===== src/common/low_power_timer_pkg.sv =====
package low_power_timer_pkg;

    // ------------------------------------------------------------
    // Configuration register layout
    // ------------------------------------------------------------
    localparam int EXT_POL_LSB      = 1;
    localparam int CLK_FILT_LSB     = 3;
    localparam int TRG_FILT_LSB     = 6;
    localparam int PRESCALE_LSB     = 9;
    localparam int TRG_SRC_LSB      = 13;
    localparam int TRG_EDGE_LSB     = 17;
    localparam int WAVE_SET_BIT     = 20;
    localparam int TIMEOUT_BIT      = 19;
    localparam int CLK_SEL_BIT      = 0;
    localparam int COUNT_MODE_BIT   = 23;
    localparam int KCLK_SEL_LSB     = 25;

    // ------------------------------------------------------------
    // Register offsets (byte addresses)
    // ------------------------------------------------------------
    localparam logic [7:0] CFG_ADDR    = 8'h00;
    localparam logic [7:0] CTRL_ADDR   = 8'h04;
    localparam logic [7:0] CMP_ADDR    = 8'h08;
    localparam logic [7:0] RELOAD_ADDR = 8'h0c;
    localparam logic [7:0] COUNT_ADDR  = 8'h10;
    localparam logic [7:0] STAT_ADDR   = 8'h14;
    localparam logic [7:0] RCC_ADDR    = 8'h18;

    // Control register bits
    localparam int ENABLE_BIT   = 0;
    localparam int SNG_BIT      = 1;
    localparam int CNT_BIT      = 2;
    // Clock-controller bits
    localparam int MOD_RST_BIT  = 0;
    localparam int MOD_GATE_BIT = 1;

    localparam logic [15:0] RELOAD_RESET = 16'hffff;
    localparam logic [31:0] CFG_RESET    = 32'h0000_0000;
    localparam int          ENABLE_DELAY = 2;

    typedef enum logic [1:0] {
        ST_IDLE   = 2'b00,
        ST_ARMED  = 2'b01,
        ST_RUN    = 2'b10,
        ST_LOCKED = 2'b11
    } run_state_e;

endpackage


===== src/rtl/low_power_timer.sv =====
// The strobed register port and the register addresses were decided locally.
`timescale 1ns/1ns
module low_power_timer
    import low_power_timer_pkg::*;
(
    input  wire logic        clk,
    input  wire logic        rst,
    input  wire logic [7:0]  addr,
    input  wire logic [31:0] wdata,
    input  wire logic        wr,
    input  wire logic        rd,
    output logic      [31:0] rdata,
    input  wire logic        bus_clock_tick,
    input  wire logic        fast_osc_tick,
    input  wire logic        slow_crystal_tick,
    input  wire logic        slow_osc_tick,
    input  wire logic        external_input_one,
    input  wire logic        external_trigger_pin,
    input  wire logic        clock_alarm,
    input  wire logic        tamper_input,
    output logic      [15:0] count,
    output logic             compare_wakeup,
    output logic             reload_event
);

    // ------------------------------------------------------------
    // Helpers
    // ------------------------------------------------------------
    // Filter: accept new level after n equal samples (n=0 bypass)
    function automatic logic [3:0] filt_next_cnt(input logic [3:0] c, input logic raw,
                                                 input logic lvl);
        return (raw == lvl) ? 4'h0 : c + 4'h1;
    endfunction

    function automatic logic edge_hit(input logic [1:0] mode, input logic now, input logic prev);
        case (mode)
            2'b01:   return now & ~prev;
            2'b10:   return ~now & prev;
            2'b11:   return now ^ prev;
            default: return 1'b0;
        endcase
    endfunction

    // ------------------------------------------------------------
    // Registers
    // ------------------------------------------------------------
    logic [31:0] cfg, next_cfg;
    logic [2:0]  ctrl, next_ctrl;
    logic [15:0] cmp, next_cmp;
    logic [15:0] reload, next_reload;
    logic [1:0]  rcc, next_rcc;
    logic [31:0] next_rdata;
    logic        sng_req, cnt_req;

    always_comb begin
        next_cfg    = cfg;
        next_ctrl   = {1'b0, 1'b0, ctrl[ENABLE_BIT]};
        next_cmp    = cmp;
        next_reload = reload;
        next_rcc    = rcc;
        sng_req     = 1'b0;
        cnt_req     = 1'b0;
        if (wr) begin
            unique case (addr)
                CFG_ADDR:    next_cfg = wdata;
                CTRL_ADDR: begin
                    next_ctrl[ENABLE_BIT] = wdata[ENABLE_BIT];
                    sng_req = wdata[SNG_BIT] & ctrl[ENABLE_BIT];
                    cnt_req = wdata[CNT_BIT] & ctrl[ENABLE_BIT];
                end
                CMP_ADDR:    next_cmp = wdata[15:0];
                RELOAD_ADDR: next_reload = wdata[15:0];
                RCC_ADDR:    next_rcc = wdata[1:0];
                default:     next_cfg = cfg;
            endcase
        end
        next_rdata = 32'h0000_0000;
        if (rd) begin
            unique case (addr)
                CFG_ADDR:    next_rdata = cfg;
                CTRL_ADDR:   next_rdata = {29'h0, ctrl};
                CMP_ADDR:    next_rdata = {16'h0, cmp};
                RELOAD_ADDR: next_rdata = {16'h0, reload};
                COUNT_ADDR:  next_rdata = {16'h0, count};
                STAT_ADDR:   next_rdata = {30'h0, reload_event, compare_wakeup};
                RCC_ADDR:    next_rdata = {30'h0, rcc};
                default:     next_rdata = 32'h0000_0000;
            endcase
        end
    end

    always_ff @(posedge clk or posedge rst) begin
        if (rst) begin
            cfg    <= CFG_RESET;
            ctrl   <= 3'h0;
            cmp    <= 16'h0000;
            reload <= RELOAD_RESET;
            rcc    <= 2'h0;
            rdata  <= 32'h0000_0000;
        end else begin
            cfg    <= next_cfg;
            ctrl   <= next_ctrl;
            cmp    <= next_cmp;
            reload <= next_reload;
            rcc    <= next_rcc;
            rdata  <= next_rdata;
        end
    end

    // ------------------------------------------------------------
    // Clock selection and filters
    // ------------------------------------------------------------
    logic       active;
    logic       kernel_tick;
    logic       ext_raw, trg_raw;
    logic       ext_lvl, trg_lvl, next_ext_lvl, next_trg_lvl;
    logic [3:0] ext_fc, trg_fc, next_ext_fc, next_trg_fc;
    logic       ext_prev, trg_prev;
    logic [1:0] ext_pol;
    logic       ext_tick, trg_hit, count_tick;
    logic [6:0] pre, next_pre;
    logic [1:0] en_dly, next_en_dly;
    logic       pre_tick;

    // Held in reset by module bit or gate low; the filters keep sampling either way
    assign active = ~rcc[MOD_RST_BIT] & rcc[MOD_GATE_BIT] & ctrl[ENABLE_BIT];

    always_comb begin
        unique case (cfg[KCLK_SEL_LSB +: 2])
            2'b00: kernel_tick = bus_clock_tick;
            2'b01: kernel_tick = fast_osc_tick;
            2'b10: kernel_tick = slow_crystal_tick;
            2'b11: kernel_tick = slow_osc_tick;
        endcase
        ext_pol = cfg[EXT_POL_LSB +: 2];
        ext_raw = (ext_pol == 2'b01) ? ~external_input_one : external_input_one;
        unique case (cfg[TRG_SRC_LSB +: 2])
            2'b00:   trg_raw = external_trigger_pin;
            2'b01:   trg_raw = clock_alarm;
            2'b10:   trg_raw = tamper_input;
            default: trg_raw = 1'b0;
        endcase
        // Filters sample on kernel ticks; zero sensitivity passes through
        next_ext_lvl = ext_lvl;
        next_ext_fc  = ext_fc;
        next_trg_lvl = trg_lvl;
        next_trg_fc  = trg_fc;
        if (cfg[CLK_FILT_LSB +: 3] == 3'h0) begin
            next_ext_lvl = ext_raw;
            next_ext_fc  = 4'h0;
        end else if (kernel_tick) begin
            next_ext_fc = filt_next_cnt(ext_fc, ext_raw, ext_lvl);
            if (next_ext_fc >= {1'b0, cfg[CLK_FILT_LSB +: 3]}) begin
                next_ext_lvl = ext_raw;
                next_ext_fc  = 4'h0;
            end
        end
        if (cfg[TRG_FILT_LSB +: 3] == 3'h0) begin
            next_trg_lvl = trg_raw;
            next_trg_fc  = 4'h0;
        end else if (kernel_tick) begin
            next_trg_fc = filt_next_cnt(trg_fc, trg_raw, trg_lvl);
            if (next_trg_fc >= {1'b0, cfg[TRG_FILT_LSB +: 3]}) begin
                next_trg_lvl = trg_raw;
                next_trg_fc  = 4'h0;
            end
        end
        // External counting edge: rising of selected-polarity signal for polarity 00 or 01; none for 1x
        ext_tick = (ext_pol[1] == 1'b0) & ext_lvl & ~ext_prev;
        trg_hit  = edge_hit(cfg[TRG_EDGE_LSB +: 2], trg_lvl, trg_prev) & active;
        // Source of counting clock
        if (cfg[CLK_SEL_BIT]) begin
            count_tick = ext_tick;
        end else if (cfg[COUNT_MODE_BIT]) begin
            count_tick = ext_tick;
        end else begin
            count_tick = kernel_tick;
        end
        // Enable delay counted in counting-clock cycles
        next_en_dly = en_dly;
        if (!active) begin
            next_en_dly = 2'h0;
        end else if (count_tick && en_dly != 2'(ENABLE_DELAY)) begin
            next_en_dly = en_dly + 2'h1;
        end
        // Prescaler: 2^n division by counting low bits
        next_pre = pre;
        pre_tick = 1'b0;
        if (!active) begin
            next_pre = 7'h00;
        end else if (count_tick && en_dly == 2'(ENABLE_DELAY)) begin
            next_pre = pre + 7'h01;
            pre_tick = ((pre & 7'((8'h01 << cfg[PRESCALE_LSB +: 3]) - 8'h01))
                        == 7'((8'h01 << cfg[PRESCALE_LSB +: 3]) - 8'h01));
        end
    end

    always_ff @(posedge clk or posedge rst) begin
        if (rst) begin
            ext_lvl  <= 1'b0;
            trg_lvl  <= 1'b0;
            ext_fc   <= 4'h0;
            trg_fc   <= 4'h0;
            ext_prev <= 1'b0;
            trg_prev <= 1'b0;
            pre      <= 7'h00;
            en_dly   <= 2'h0;
        end else begin
            ext_lvl  <= next_ext_lvl;
            trg_lvl  <= next_trg_lvl;
            ext_fc   <= next_ext_fc;
            trg_fc   <= next_trg_fc;
            ext_prev <= ext_lvl;
            trg_prev <= trg_lvl;
            pre      <= next_pre;
            en_dly   <= next_en_dly;
        end
    end

    // ------------------------------------------------------------
    // Run control and counter
    // ------------------------------------------------------------
    run_state_e  state, next_state;
    logic        continuous, next_continuous;
    logic [15:0] next_count;
    logic        next_cmp_evt, next_rl_evt;
    logic        sw_start, at_reload;

    always_comb begin
        next_state      = state;
        next_continuous = continuous;
        next_count      = count;
        next_cmp_evt    = 1'b0;
        next_rl_evt     = 1'b0;
        sw_start        = (cfg[TRG_EDGE_LSB +: 2] == 2'b00);
        at_reload       = (count == reload);
        if (!active) begin
            next_state = ST_IDLE;
            next_count = 16'h0000;
        end else begin
            if (sng_req) begin
                next_continuous = 1'b0;
            end
            if (cnt_req) begin
                next_continuous = 1'b1;
            end
            unique case (state)
                ST_IDLE, ST_ARMED: begin
                    if (sng_req || cnt_req) begin
                        next_state = (sw_start) ? ST_RUN : ST_ARMED;
                    end else if (state == ST_ARMED && trg_hit) begin
                        next_state = ST_RUN;
                    end
                end
                ST_RUN: begin
                    if (cfg[TIMEOUT_BIT] && trg_hit) begin
                        next_count = 16'h0000;
                    end else if (pre_tick) begin
                        if (at_reload) begin
                            next_rl_evt = 1'b1;
                            next_count  = 16'h0000;
                            if (!continuous) begin
                                // Wave-set or software start locks after the single shot; else rearm
                                next_state = (cfg[WAVE_SET_BIT] || sw_start) ? ST_LOCKED
                                           : ST_ARMED;
                            end
                        end else begin
                            next_count = count + 16'h0001;
                        end
                    end
                    // Triggers during a count are otherwise ignored
                    if (state == ST_RUN && sng_req && !sw_start && !cfg[TIMEOUT_BIT]) begin
                        next_state = ST_RUN;
                    end
                end
                ST_LOCKED: begin
                    if (sng_req && sw_start && !cfg[WAVE_SET_BIT]) begin
                        next_state = ST_RUN;
                    end else if (cnt_req) begin
                        next_state = sw_start ? ST_RUN : ST_ARMED;
                    end
                end
            endcase
            if (pre_tick && state == ST_RUN && count == cmp) begin
                next_cmp_evt = 1'b1;
            end
        end
    end

    always_ff @(posedge clk or posedge rst) begin
        if (rst) begin
            state          <= ST_IDLE;
            continuous     <= 1'b0;
            count          <= 16'h0000;
            compare_wakeup <= 1'b0;
            reload_event   <= 1'b0;
        end else begin
            state          <= next_state;
            continuous     <= next_continuous;
            count          <= next_count;
            compare_wakeup <= next_cmp_evt;
            reload_event   <= next_rl_evt;
        end
    end

endmodule

===== config.mk =====
export PLATFORM = sky130hd
export DESIGN_NAME = low_power_timer
export DESIGN_NICKNAME = d
export VERILOG_FILES = /design/src/common/low_power_timer_pkg.sv /design/src/rtl/low_power_timer.sv
export SDC_FILE = /design/constraint.sdc
export NUM_CORES = 1
export LEC_CHECK = 0
export BUFFER_PORTS_ARGS = -buffer_cell sky130_fd_sc_hd__buf_4
export CAP_MARGIN = 15
export CELL_PAD_IN_SITES_DETAIL_PLACEMENT = 1
export CELL_PAD_IN_SITES_GLOBAL_PLACEMENT = 2
export CORE_ASPECT_RATIO = 1.5
export CORE_MARGIN = 1.5
export CORE_UTILIZATION = 41
export CTS_BUF_LIST = sky130_fd_sc_hd__clkbuf_4 sky130_fd_sc_hd__clkbuf_8 sky130_fd_sc_hd__clkbuf_16
export DETAILED_ROUTE_END_ITERATION = 16
export PLACE_DENSITY = 0.83
export SYNTH_ARGS = -nofsm -noshare
export SYNTH_HDL_FRONTEND = slang
export SYNTH_SLANG_ARGS = --single-unit

===== constraint.sdc =====
create_clock -name clk -period 10.1 [get_ports clk]
set_input_delay 2.02 -clock clk [delete_from_list [all_inputs] [get_ports clk]]
set_output_delay 2.02 -clock clk [all_outputs]
set_load 0.02 [all_outputs]

* Word level (Yosys, flattened, before mapping) *
Index checks and enable logic that the tools add are counted.

storage, ports and cells
  bits in registers = 141
  input port bits = 52
  output and inout port bits = 50

cells by class
  add/sub/neg operators = 6
  order comparisons = 2
  eq/ne operators = 35
  shift operators = 1
  multiplexer cells = 59
  bitwise gates (word level) = 17
  reduce and logical (&&, ||, !) cells = 39

operators by type and width
  cell                                            count
  one-hot mux 32 bit (7 select lines)             1
  two-way mux 16 bit                              5
  == test 16 bit                                  2
  two-way mux 32 bit                              1
  two-way mux 4 bit                               8
  two-way mux 2 bit                               14
  == test 8 x 5 -> 1 bit (second input constant)  3
  two-way mux 1 bit                               24
  AND reduction 2 bit                             9
  adder 16 x 1 -> 16 bit (second input constant)  1
  == test 2 bit (second input constant)           8
  == test 8 x 4 -> 1 bit (second input constant)  2
  != test 4 x 3 -> 1 bit (second input constant)  4
  two-way mux 7 bit                               2
  logical AND 1 bit                               11
  == test 2 x 1 -> 1 bit (second input constant)  5
  nonzero test 2 bit                              5
  AND 1 bit                                       9
  adder 4 x 1 -> 4 bit (second input constant)    2
  == test 8 x 3 -> 1 bit (second input constant)  1
  greater-or-equal comparator 4 x 3 -> 1 bit      2
  logical NOT 2 bit                               4
  logical NOT 8 bit                               1
  != test 4 bit (second input constant)           2
  other kinds (20)                                33

* Longest topological paths before layout *
  depth in word-level cells = 13
  gate-level depth with buffers = 11

* Worst setup path before layout *
OpenSTA, ideal clock, no wires.

  path kind = input port to flip-flop
  start point = input port tamper_input
  end point = register trg_lvl
  arrival time = 3.866 ns
  required time = 9.976 ns
  slack = 6.110 ns
  stages = 11
  path through = mux2i_1 o21ai_1 xnor2_1 nand2b_1 ha_1 nand2b_1 a21oi_1 nor2b_1 a2111oi_2 o21ai_0 o31a_1

on the way
  cells in the longest elaborated chain, start to end = 6
  elaborated cells on any way between the ends = 9
  those cells by class = order compare (1); eq/ne (1); mux (5); reduce/logical (2)

ends and longest elaborated chain
  what                                        RTL line                source
  from (decl)                                 low_power_timer.sv:20   input wire logic tamper_input,
  one-hot mux 1 bit (3 select lines) *        low_power_timer.sv:137  unique case (cfg[TRG_SRC_LSB +: 2])
  == test 1 bit                               low_power_timer.sv:32   return (raw == lvl) ? 4'h0 : c + 4'h1;
  two-way mux 4 bit                           low_power_timer.sv:32
  greater-or-equal comparator 4 x 3 -> 1 bit  low_power_timer.sv:163  if (next_trg_fc >= {1'b0, cfg[TRG_FILT_LSB +: 3]}) begin
  nonzero test 2 bit (no source line)         --
  AND reduction 2 bit (no source line)        --
  to (signal assigned)                        low_power_timer.sv:210  trg_lvl <= next_trg_lvl;
  to (decl)                                   low_power_timer.sv:116  logic ext_lvl, trg_lvl, next_ext_lvl, next_trg_lvl;

Every way passes the cells marked *; elsewhere a longest branch is shown, timed or not. The select of a mux whose other input is x is not followed.
A chain may end at the register's enable or synchronous reset.

* Final worst setup path *
  start point = input port addr[1]
  end point = register reload[6]

on the way
  cells in the longest elaborated chain, start to end = 2

ends and longest elaborated chain
  what                                  RTL line                source
  from (decl)                           low_power_timer.sv:8    input wire logic [7:0] addr,
  == test 8 x 4 -> 1 bit                low_power_timer.sv:64   unique case (addr)
  AND reduction 2 bit (no source line)  --
  to (signal assigned)                  low_power_timer.sv:104  reload <= next_reload;
  to (decl)                             low_power_timer.sv:50   logic [15:0] reload, next_reload;

No other way between the ends.

==> results.py <==
metrics = {
    "status": {
        "outcome": "completed",
    },
    "logic_synthesis": {
        "synth_xor_xnor_area_share_pct": 5.82,
        "synth_mux_area_share_pct": 11.6,
        "yosysWarnings": 0,
        "avgSynthCellArea_um2": 11.3,
        "ys_async_sr_fraction_pct": 100,
        "synth_fa_ha_area_share_pct": 2.30,
        "syn_area_um2": 7070,
        "synth-simple-area-share_pct": 14.0,
        "synth_cell_type_count": 64,
        "ys_seq_area_share_pct": 50.2,
        "ys_top_cells_by_area": "dfrtp_1 (44%), mux2_2 (8.9%), dfstp_2 (5.9%)",
        "yosysTopAreaCellShare_pct": 44.3,
        "synth_top_family_by_area": "simple AND/OR/NAND/NOR gates",
        "ys_seq_elements": 141,
        "dominantRegCellSynth": "dfrtp_1",
        "synth_edf_count": 0,
        "yosysTopAreaCell": "dfrtp_1",
        "synth_cells": 624,
        "synth_compound_area_share_pct": 12.6,
        "syn_nets": 689,
    },
    "worst_setup_path": {
        "cp.required_ps": 10450,
        "critPathArrivalTime_ps": 4540,
        "cp_max_fo": 17,
        "worstSetupPathType": "input pin to flop",
        "critPathLaunchType": "input pin",
        "cp-end-kind": "flop",
    },
    "placed_design": {
        "placed_area_um2": 7970,
        "port_buffers": 101,
        "place_congestion": 0.837,
        "place_hpwl_mm": 14.4,
    },
    "sta": {
        "skew_ps": 8.03,
        "slew_violations": 0,
        "final_hold_viol_count": 0,
        "fin_setup_tns_ps": 0,
        "hold_ws_ps": 453,
        "grt_setup_unrepaired": "false",
        "max_slew_margin_pct": 34.8,
        "worst_pin_slew_ps": 974,
        "period_share_pct": 41.6,
        "period_minus_slack_ps": 4200,
        "fmax_mhz": 238,
        "finalSetupViolations": 0,
    },
    "drt": {
        "drt_iter0_drc": 267,
        "vias": 5451,
        "route.detailed.wl_per_inst_um": 22.1,
        "drt-total-wl_mm": 20.6,
        "via_per_inst": 5.84,
        "drc": 0,
        "drtAntennaViolNets": 0,
        "first_pass_iters": 5,
    },
    "clocking": {
        "post_cts_buffers": 0,
        "clock_latency_ps": 430,
        "cts_sinks": 141,
        "cts_root_buf": "clkbuf_16",
        "post_cts_resized": 0,
        "clockBufferDepth": 2,
        "clk_pin_slew_ps": 60,
        "cts_tree": "done",
        "cts_buffers": 17,
        "postCtsHoldBufs": 0,
        "htree_levels": 4,
    },
    "power_and_ir_drop": {
        "power_density_nw_per_um2": 157,
        "p_total_uw": 1350,
        "ir_drop_v": 0.0000894,
        "leakage_uw": 0.00400,
    },
    "die": {
        "die_height_um": 164,
        "rows": 58,
        "initial_core_util_pct": 42.0,
        "fp.dieArea_um2": 18100,
        "core_um2": 16800,
        "die_w_um": 110,
        "ioPinCount": 102,
    },
    "global_routing": {
        "grt_pass1_vias": 5878,
        "grt_overflow": 0,
        "grt_max_degree": 79,
        "antenna_found_initial": 0,
        "track_usage_pct": 24.4,
        "grt_first_pass_wirelength_mm": 32.8,
    },
    "cells_and_area": {
        "nets": 775,
        "fillCellCount": 1832,
        "diodes": 0,
        "area.growth.synth_to_final_pct": 21.1,
        "fin_util_pct": 50.9,
        "drive_above_1_share_pct": 32.5,
        "fin_area_um2": 8560,
    },
    "flow_run": {
        "max_cap_viol_count": 0,
    },
    "hold_path": {
        "hold_class": "flop to flop",
    },
}
layout by cell type (no fill, tap or decap), drive strengths merged, types with 5 or more instances in the layout:
cell,n
dfstp,16
xnor2,25
clkinvlp,5
dfrtp,125
nor4,7
xor2,22
a22oi,29
o31ai,13
mux2i,5
ha,13
o311ai,15
inv,15
clkinv,5
a21oi,24
and3,22
nor2b,9
clkbuf,19
nand4,14
nand2b,11
nand2,30
nand3,12
o21ai,18
mux2,64
nor3,14
buf,109
nor3b,5
nor2,27
layout make-up:
| type | count | area [um^2] | area share [%] |
|---|---|---|---|
| Timing Repair Buffer | 109 | 818 | 9.56 |
| Multi-Input combinational cell | 427 | 3290 | 38.4 |
| Inverter | 14 | 57.6 | 0.672 |
| Tap cell | 210 | 263 | 3.07 |
| Clock inverter | 13 | 143 | 1.67 |
| Sequential cell | 141 | 3550 | 41.4 |
| Clock buffer | 19 | 447 | 5.22 |
critical path, cell delays in order:
cell	delay, ps
buf_4	110
or2_1	240
nor4_1	490
and4b_1	280
buf_4	280
nand2_1	600
mux2_2	510
cell usage after synthesis (17+ instances only):
master	number
dfrtp_1	125
mux2_2	56
a22oi_1	29
nand2_1	29
nor2_1	27
xnor2_1	25
a21oi_1	23
and3_1	22
clkbuf_1	22
xor2_1	22
buf_2	17
metrics by stage:
| step | cells | setup slack [ps] |
|---|---|---|
| finish | 933 | 5900 |
| global placement | 901 | 5520 |
| global route | 933 | 5750 |
| detailed placement | 901 | 5460 |
| floorplan | 624 | 4330 |
| CTS | 933 | 5900 |
kinds of logic (layout without fill, tap and decap cells):
kind of cell | after synthesis | count (layout)
AOI/OAI and AO/OA | 123 | 123
xor gates and xnor gates | 47 | 47
adders and majority gates | 13 | 13
buffers and inverters | 56 | 155
DFF | 141 | 141
muxes | 70 | 70
and+or+nand+nor | 174 | 174
final timing paths:
| check | start | endpoint | slack (ps) | cells after the start |
|---|---|---|---|---|
| worst max-delay path | addr[1] | reload[6] | 5900 | 7 |
| worst min-delay path | trg_lvl | trg_prev | 450 | 0 |
| worst max register to register | cfg[2] | count[12] | 7030 | 6 |
| worst min register to register | trg_lvl | trg_prev | 450 | 0 |
| max in group asynchronous | rst | reload_event | 7040 | 3 |
| min in group asynchronous | rst | ext_fc[2] | 1730 | 2 |
where the power goes:
part	switching (uW)	internal (uW)	total [uW]	leakage, uW
clock	252	373	625	0.000275
sequential	15.8	583	599	0.00189
combinational	66.7	55.0	122	0.00183
total	335	1010	1350	0.00400
routing by layer:
metal / track usage, % / vias up / routed length, um
li1: - / 2453 / -
met1: 29.6 / 2803 / 8390
met2: 42.4 / 162 / 10800
met3: 5.00 / 33 / 877
met4: 8.62 / 0 / 488
met5: 0 / - / 0
sequential cells by signal, summed over array words and instances, names as in the netlist:
signal,count
ctrl,1
en_dly,2
compare_wakeup,1
rdata,32
cfg,32
ext_lvl,1
ext_prev,1
reload,16
rcc,2
continuous,1
ext_fc,4
pre,7
count,16
cmp,16
state,2
trg_prev,1
trg_fc,4
trg_lvl,1
reload_event,1
Power figures use the tool's default switching activity.
